## src/common/stk_params.svh

```systemverilog
// Purpose: Constants for the system tick down-counter.
// Assumes: Byte addresses on a 32-bit register port, 100 MHz clock.
// Notes: Definitions only.
`ifndef STK_PARAMS_SVH
`define STK_PARAMS_SVH

// ----------------------------------------
// Register offsets
// ----------------------------------------
`define STK_OFS_CTRL 12'h010
`define STK_OFS_RELOAD 12'h014
`define STK_OFS_CURRENT 12'h018
`define STK_OFS_CALIB 12'h01c

// ----------------------------------------
// Field positions
// ----------------------------------------
`define STK_BIT_ENABLE 0
`define STK_BIT_EXC_EN 1
`define STK_BIT_SRC_SEL 2
`define STK_BIT_WRAP 16
`define STK_CALIB_NOREF 31
`define STK_CALIB_SKEW 30

// ----------------------------------------
// Reset values and timing
// ----------------------------------------
`define STK_CTRL_RESET 3'h0
`define STK_CNT_RESET 24'h000000
`define STK_REF_DIV 32
`define STK_CALIB_TENMS 24'h000000

`endif

```

## src/common/stk_pkg.sv

```systemverilog
// Purpose: Types for the system tick down-counter.
// Assumes: Nothing beyond the params header.
// Notes: Register selection is one-hot.
package stk_pkg;
  typedef enum logic [4:0] {
    STK_SEL_NONE = 5'h01,
    STK_SEL_CTRL = 5'h02,
    STK_SEL_RELOAD = 5'h04,
    STK_SEL_CURRENT = 5'h08,
    STK_SEL_CALIB = 5'h10
  } stk_sel_t;
endpackage

```

## src/verilog/stk_ref_div.sv

```systemverilog
// Purpose: Reference tick generator, one pulse every DIV oscillator cycles.
// Assumes: Oscillator edges arrive as a one-cycle enable on sys_clk.
// Notes: Default DIV is 32.
`timescale 1ns/100ps
`include "stk_params.svh"
module stk_ref_div #(
  parameter int DIV = `STK_REF_DIV
) (
  input wire logic sys_clk, // System clock.
  input wire logic rst_b, // Asynchronous reset, active low.
  input wire logic oscEn, // One pulse per oscillator cycle.
  output logic refTick // One pulse per DIV oscillator cycles.
);
  localparam int CW = $clog2(DIV);
  logic [CW-1:0] cnt_q;

  if (DIV < 2) begin : g_bad_div
    $error("DIV must be at least 2.");
  end

  always_ff @(posedge sys_clk or negedge rst_b) begin
    if (!rst_b) begin
      cnt_q <= '0;
      refTick <= 1'b0;
    end else begin
      refTick <= 1'b0;
      if (oscEn) begin
        if (cnt_q == CW'(DIV - 1)) begin
          cnt_q <= '0;
          refTick <= 1'b1;
        end else begin
          cnt_q <= cnt_q + 1'b1;
        end
      end
    end
  end
endmodule // stk_ref_div

```

## src/verilog/stk_timer.sv

```systemverilog
// Purpose: 24-bit system tick down-counter with its four registers.
// Assumes: Plain register port, read data one cycle after the read strobe.
// Notes: Tick exception request is a one-cycle pulse on each wrap while the exception enable bit is set.
`timescale 1ns/100ps
`include "stk_params.svh"

module stk_timer
  import stk_pkg::*;
#(
  parameter int CW = 24
) (
  input wire logic sys_clk, // System clock, 100 MHz.
  input wire logic rst_b, // Asynchronous reset, active low.
  input wire logic oscEn, // Oscillator cycle enable pulse.
  input wire logic [11:0] regAddr, // Register byte address.
  input wire logic [31:0] regWdata, // Write data.
  input wire logic regWr, // Write strobe.
  input wire logic regRd, // Read strobe.
  output logic [31:0] regRdata, // Read data, valid the cycle after regRd.
  output logic tickExcReq // Tick exception request pulse.
);

  // ----------------------------------------
  // Parameter check
  // ----------------------------------------
  // The read mux and the field macros assume a 24-bit count, so other widths are refused.
  if (CW != 24) begin : g_bad_width
    $error("Counter width must be 24.");
  end

  // ----------------------------------------
  // Decode
  // ----------------------------------------
  function automatic stk_sel_t decode(input logic [11:0] a);
    case (a)
      `STK_OFS_CTRL: decode = STK_SEL_CTRL;
      `STK_OFS_RELOAD: decode = STK_SEL_RELOAD;
      `STK_OFS_CURRENT: decode = STK_SEL_CURRENT;
      `STK_OFS_CALIB: decode = STK_SEL_CALIB;
      default: decode = STK_SEL_NONE;
    endcase
  endfunction

  stk_sel_t sel;
  assign sel = decode(regAddr);

  logic enable_q;
  logic excEn_q;
  logic srcSel_q;
  logic wrap_q;
  logic [CW-1:0] reload_q;
  logic [CW-1:0] count_q;
  logic refTick;
  logic tick;
  logic atZero;
  logic wrapEv;
  logic startEv;
  logic clrWr;
  logic ctrlRd;

  stk_ref_div #(
    .DIV(`STK_REF_DIV)
  ) u_div (
    .sys_clk(sys_clk),
    .rst_b(rst_b),
    .oscEn(oscEn),
    .refTick(refTick)
  );

  assign tick = srcSel_q ? 1'b1 : refTick;
  assign atZero = (count_q == '0);
  assign startEv = regWr && (sel == STK_SEL_CTRL) && regWdata[`STK_BIT_ENABLE] && !enable_q;
  assign clrWr = regWr && (sel == STK_SEL_CURRENT);
  assign ctrlRd = regRd && (sel == STK_SEL_CTRL);
  // The wrap is the step that finds zero and reloads.
  assign wrapEv = enable_q && tick && atZero && !clrWr && !startEv;

  // ----------------------------------------
  // Control bits
  // ----------------------------------------
  always_ff @(posedge sys_clk or negedge rst_b) begin
    if (!rst_b) begin
      enable_q <= 1'b0;
      excEn_q <= 1'b0;
      srcSel_q <= 1'b0;
    end else if (regWr && sel == STK_SEL_CTRL) begin
      enable_q <= regWdata[`STK_BIT_ENABLE];
      excEn_q <= regWdata[`STK_BIT_EXC_EN];
      srcSel_q <= regWdata[`STK_BIT_SRC_SEL];
    end
  end

  always_ff @(posedge sys_clk or negedge rst_b) begin
    if (!rst_b) begin
      reload_q <= `STK_CNT_RESET;
    end else if (regWr && sel == STK_SEL_RELOAD) begin
      reload_q <= regWdata[CW-1:0];
    end
  end

  // ----------------------------------------
  // Counter
  // ----------------------------------------
  always_ff @(posedge sys_clk or negedge rst_b) begin
    if (!rst_b) begin
      count_q <= `STK_CNT_RESET;
    end else if (clrWr) begin
      count_q <= '0;
    end else if (startEv) begin
      count_q <= reload_q;
    end else if (enable_q && tick) begin
      if (atZero) begin
        count_q <= reload_q;
      end else begin
        count_q <= count_q - 1'b1;
      end
    end
  end

  // Set wins over the read clear so a wrap in the read cycle is kept.
  always_ff @(posedge sys_clk or negedge rst_b) begin
    if (!rst_b) begin
      wrap_q <= 1'b0;
    end else if (wrapEv) begin
      wrap_q <= 1'b1;
    end else if (ctrlRd || clrWr) begin
      wrap_q <= 1'b0;
    end
  end

  always_ff @(posedge sys_clk or negedge rst_b) begin
    if (!rst_b) begin
      tickExcReq <= 1'b0;
    end else begin
      tickExcReq <= wrapEv && excEn_q;
    end
  end

  // ----------------------------------------
  // Read data
  // ----------------------------------------
  always_ff @(posedge sys_clk or negedge rst_b) begin
    if (!rst_b) begin
      regRdata <= 32'h00000000;
    end else if (regRd) begin
      regRdata <= 32'h00000000;
      case (sel)
        STK_SEL_CTRL: begin
          regRdata[`STK_BIT_ENABLE] <= enable_q;
          regRdata[`STK_BIT_EXC_EN] <= excEn_q;
          regRdata[`STK_BIT_SRC_SEL] <= srcSel_q;
          regRdata[`STK_BIT_WRAP] <= wrap_q || wrapEv;
        end
        STK_SEL_RELOAD: regRdata[CW-1:0] <= reload_q;
        STK_SEL_CURRENT: regRdata[CW-1:0] <= count_q;
        STK_SEL_CALIB: regRdata[CW-1:0] <= `STK_CALIB_TENMS;
        STK_SEL_NONE: regRdata <= 32'h00000000;
        default: regRdata <= 32'h00000000;
      endcase
    end else begin
      regRdata <= 32'h00000000;
    end
  end

  // ----------------------------------------
  // Reference divider checker
  // ----------------------------------------
  // An independent count of oscillator pulses since the last reference tick.
  // A divider that skips or adds a pulse still counts down, so only this count sees it.
  localparam int REF_DIV = `STK_REF_DIV;
  localparam int OW = $clog2(REF_DIV + 1);
  logic [OW-1:0] oscSeen_q;

  always_ff @(posedge sys_clk or negedge rst_b) begin
    if (!rst_b) begin
      oscSeen_q <= '0;
    end else if (refTick) begin
      oscSeen_q <= OW'(oscEn);
    end else if (oscEn) begin
      oscSeen_q <= oscSeen_q + 1'b1;
    end
  end
endmodule // stk_timer

```

## config.mk

```make
export PLATFORM = sky130hd
export DESIGN_NAME = stk_timer
export DESIGN_NICKNAME = d
export VERILOG_FILES = /design/src/common/stk_pkg.sv /design/src/verilog/stk_ref_div.sv /design/src/verilog/stk_timer.sv
export VERILOG_INCLUDE_DIRS = /design/src /design/src/common
export SDC_FILE = /design/constraint.sdc
export NUM_CORES = 1
export LEC_CHECK = 0
export ABC_AREA = 0
export CORE_AREA = 5 5 77 132
export CTS_CLUSTER_DIAMETER = 120
export DETAILED_ROUTE_END_ITERATION = 16
export DIE_AREA = 0 0 82 137
export DONT_BUFFER_PORTS = 1
export PLACE_DENSITY_LB_ADDON = 0.1
export SLEW_MARGIN = 20
export SYNTH_ARGS = -nofsm -noshare
export SYNTH_HDL_FRONTEND = slang
export SYNTH_SLANG_ARGS = --single-unit
```

## constraint.sdc

```tcl
create_clock -name sys_clk -period 2.7 [get_ports sys_clk]
set_input_delay 0.54 -clock sys_clk [delete_from_list [all_inputs] [get_ports sys_clk]]
set_output_delay 0.54 -clock sys_clk [all_outputs]
set_load 0.02 [all_outputs]
```

==> metrics.txt <==
xor and xnor area share after synthesis=under 10%; synth unique cells=69; drt first-iter violations=160; r2r startpoint=count_q[9]; reg-to-reg endpoint=count_q[18]; H-tree depth=3; IO Port Bufs=0; chip height=roughly 140 um; Cells after Synth=between 400 and 500; largest net degree at the start of global routing=between 80 and 90; relative slew slack=around half; CP endpoint kind=flip-flop; reg2reg path depth=6; fin cells=~550; chip width=between 80 and 90 um; register area share after synthesis=a little under half; Critical Path RT=about 2900 ps; number of global-route vias before repair=3502; CTS tree=done; Hold Fails Final Rpt=0; GR Overflow Total=0; worst reg-to-reg setup slack=between 100 and 150 ps; WP data arrival=~2800 ps; cell area power density=a little over 500 nW/um2; count leader, synth=dfrtp_1; post-DR wirelength/cell=between 20 and 25 um; DRT Pass-1 Iters=4; detailed-route DRC error count=0; Setup Skew=4.61 ps; FF+latch count, synth=83; mux cell area share after synthesis=8.65%; fraction of registers with async set/reset=100%; critical path startpoint=count_q[9]; GR Util All Layers=approximately 21%; Synth-to-Final Area Change=12.7%; cells resized by post-CTS repair=0; number of antenna violations at the first check in global routing=0; Detailed Route WL=11100 um; Slew Limit Fails=0; Mapped Avg Cell Area=10.8 um2; I/O pins=a little over 80; dpl cells=between 500 and 600; Startpoint Class=flip-flop; Setup Buffers After CTS=0; Post-Synth Simple-Gate Area=a little under a fifth; via count=3375; ys flop type=dfrtp_1; leakage=2.13 nW; Synth Area in Compound Gates=between 10% and 20%; Synth Warn #=0; Worst Tran Pin Value=approximately 740 ps; ANT nets after route=0; worst-path fanout max=5; Synth Area in Adders=0.857%; clk sink count=between 80 and 90; RSZ-0062 raised after global routing=false; cts bufs inserted=9; min Tclk post-route=roughly 2600 ps; IR drop worst, VDD=approximately 300 uV; die area=11200 um2; number of flops mapped to enable cells by yosys=0; diode count=0; largest area contributor in the netlist=dfrtp_1; Synth area leaders=dfrtp_1 47%, mux2_2 8.0%, a22oi_1 3.4%; clock buffer depth=2; CP Class=flip-flop to flip-flop; routability cong.=~0.95; CORE AREA=approximately 9000 um2; crit path to=count_q[18]; FP Rows=46; top cell type's share of synthesized area=~47%; Layout Nets=around 480; period utilization=96.2%; # Max-Cap Violations=0; first-pass GRT wire length=approximately 18000 um; Pwr Total=0.00255 W; final hold slack=slightly below 100 ps; setup violators final=0; Setup TNS=0 ps; clk_lat worst skew=about 340 ps; Hold Path Class=primary input to async pin; Initial Utilization=about 49%; via/cell ratio=~6.2; clk root buf=clkbuf_16; clk slew on worst S/H paths=60 ps; maximum operating frequency=around 390 MHz; dpl hpwl=~8000 um; status=completed; layout cell share with drive strength beyond 1=approximately a fifth; synthesized cell area=approximately 4400 um2; main combinational cell family by area after synthesis=simple AND/OR/NAND/NOR gates; Post-synth top cells=83 x dfrtp_1, 31 x mux2_2, 21 x nor2b_1; # fillers=838
[power breakdown]
part / switching, W / leakage [nW] / internal, W
combinational: 0.0000762 / 0.897 / 0.0000657
clock: 0.000440 / 0.126 / 0.000652
sequential: 0.0000310 / 1.11 / 0.00128
[kinds of logic (layout without fill, tap and decap cells)]
kind of cell / Yosys count / in the layout
DFF: 83 / 83
buffers and inverters: 43 / 57
other: 1 / 8
adders and majority gates: 3 / 3
muxes: 34 / 34
and+or+nand+nor: 134 / 134
xor gates and xnor gates: 6 / 6
AOI/OAI and AO/OA: 103 / 103
[placed cells by master (no fill, tap or decap), drive strengths merged, types with 3 or more instances in the layout]
cell type	Yosys	final
mux2i	3	3
a211oi	6	6
a221o	11	11
o2111ai	3	3
conb	1	8
ha	3	3
a21oi	11	11
nor4	9	9
o211ai	7	7
nand3	10	10
o41ai	3	3
or4	8	8
a22oi	20	20
nand4	5	5
xor2	3	3
clkbuf	14	12
a2bb2oi	6	6
dfrtp	83	83
xnor2	3	3
inv	11	11
nand2	20	20
and3	8	8
nor4b	4	4
nor3	12	12
mux2	31	31
o21ai	11	11
nand2b	4	4
buf	18	34
nor2b	21	21
nor2	18	18
or4b	3	3
o31ai	3	3
[layer usage]
layer	up-vias	share of wire, %	GRT usage [%]
met5	-	0	0
met4	0	2.6	9.15
met3	19	4.2	3.82
met2	95	56	38.4
met1	1690	37	24.4
li1	1571	-	-
[flip-flops by register name, summed over array words and instances, names as in the netlist]
register / count
count_q: 24
u_div.cnt_q: 5
reload_q: 24
srcSel_q: 1
tickExcReq: 1
u_div.refTick: 1
enable_q: 1
excEn_q: 1
regRdata: 24
wrap_q: 1
[cell type report]
cell class                      count  area (um2)  share of cell area [%]
Clock buffer                       12         256                    5.20
Inverter                           11        41.3                   0.837
Multi-Input combinational cell    288        2110                    42.8
Sequential cell                    83        2080                    42.1
Tap cell                          120         150                    3.04
Timing Repair Buffer               34         300                    6.08
[metrics by stage]
step | util, % | setup WS [ps] | instance area (um2)
3_3_place_gp | 51.8 | 137 | 4650
4_1_cts | 55.0 | 152 | 4940
5_1_grt | 55.0 | 67.0 | 4940
2_1_floorplan | - | 209 | 4410
3_5_place_dp | 51.8 | 112 | 4650
6_report | 55.0 | 103 | 4940
[worst max-delay path, cell delays in order, from the launching register on]
cell and delay, ps:
dfrtp_1 380, or4_4 550, buf_4 170, or4_1 500, o41ai_1 460, a211oi_1 140
a221o_1 270
[repair_timing]
| item | 4_1_cts | 5_1_grt |
|---|---|---|
| hold endpoints to repair | 83 | 0 |
| setup endpoints to repair | 0 | 0 |
| hold buffers | 1 | 0 |
[how the worst min path moves through the flow]
| stage | from | to | slack [ps] | cells after the start |
|---|---|---|---|---|
| 4_1_cts | rst_b | regRdata[20] | 120 | 1 |
| 3_5_place_dp | rst_b | regRdata[20] | 250 | 0 |
| 6_report | rst_b | regRdata[20] | 100 | 1 |
| 2_1_floorplan | rst_b | count_q[0] | 240 | 0 |
| 5_1_grt | rst_b | regRdata[22] | 130 | 1 |
| 3_3_place_gp | rst_b | regRdata[20] | 250 | 0 |
Power figures use the tool's default switching activity.
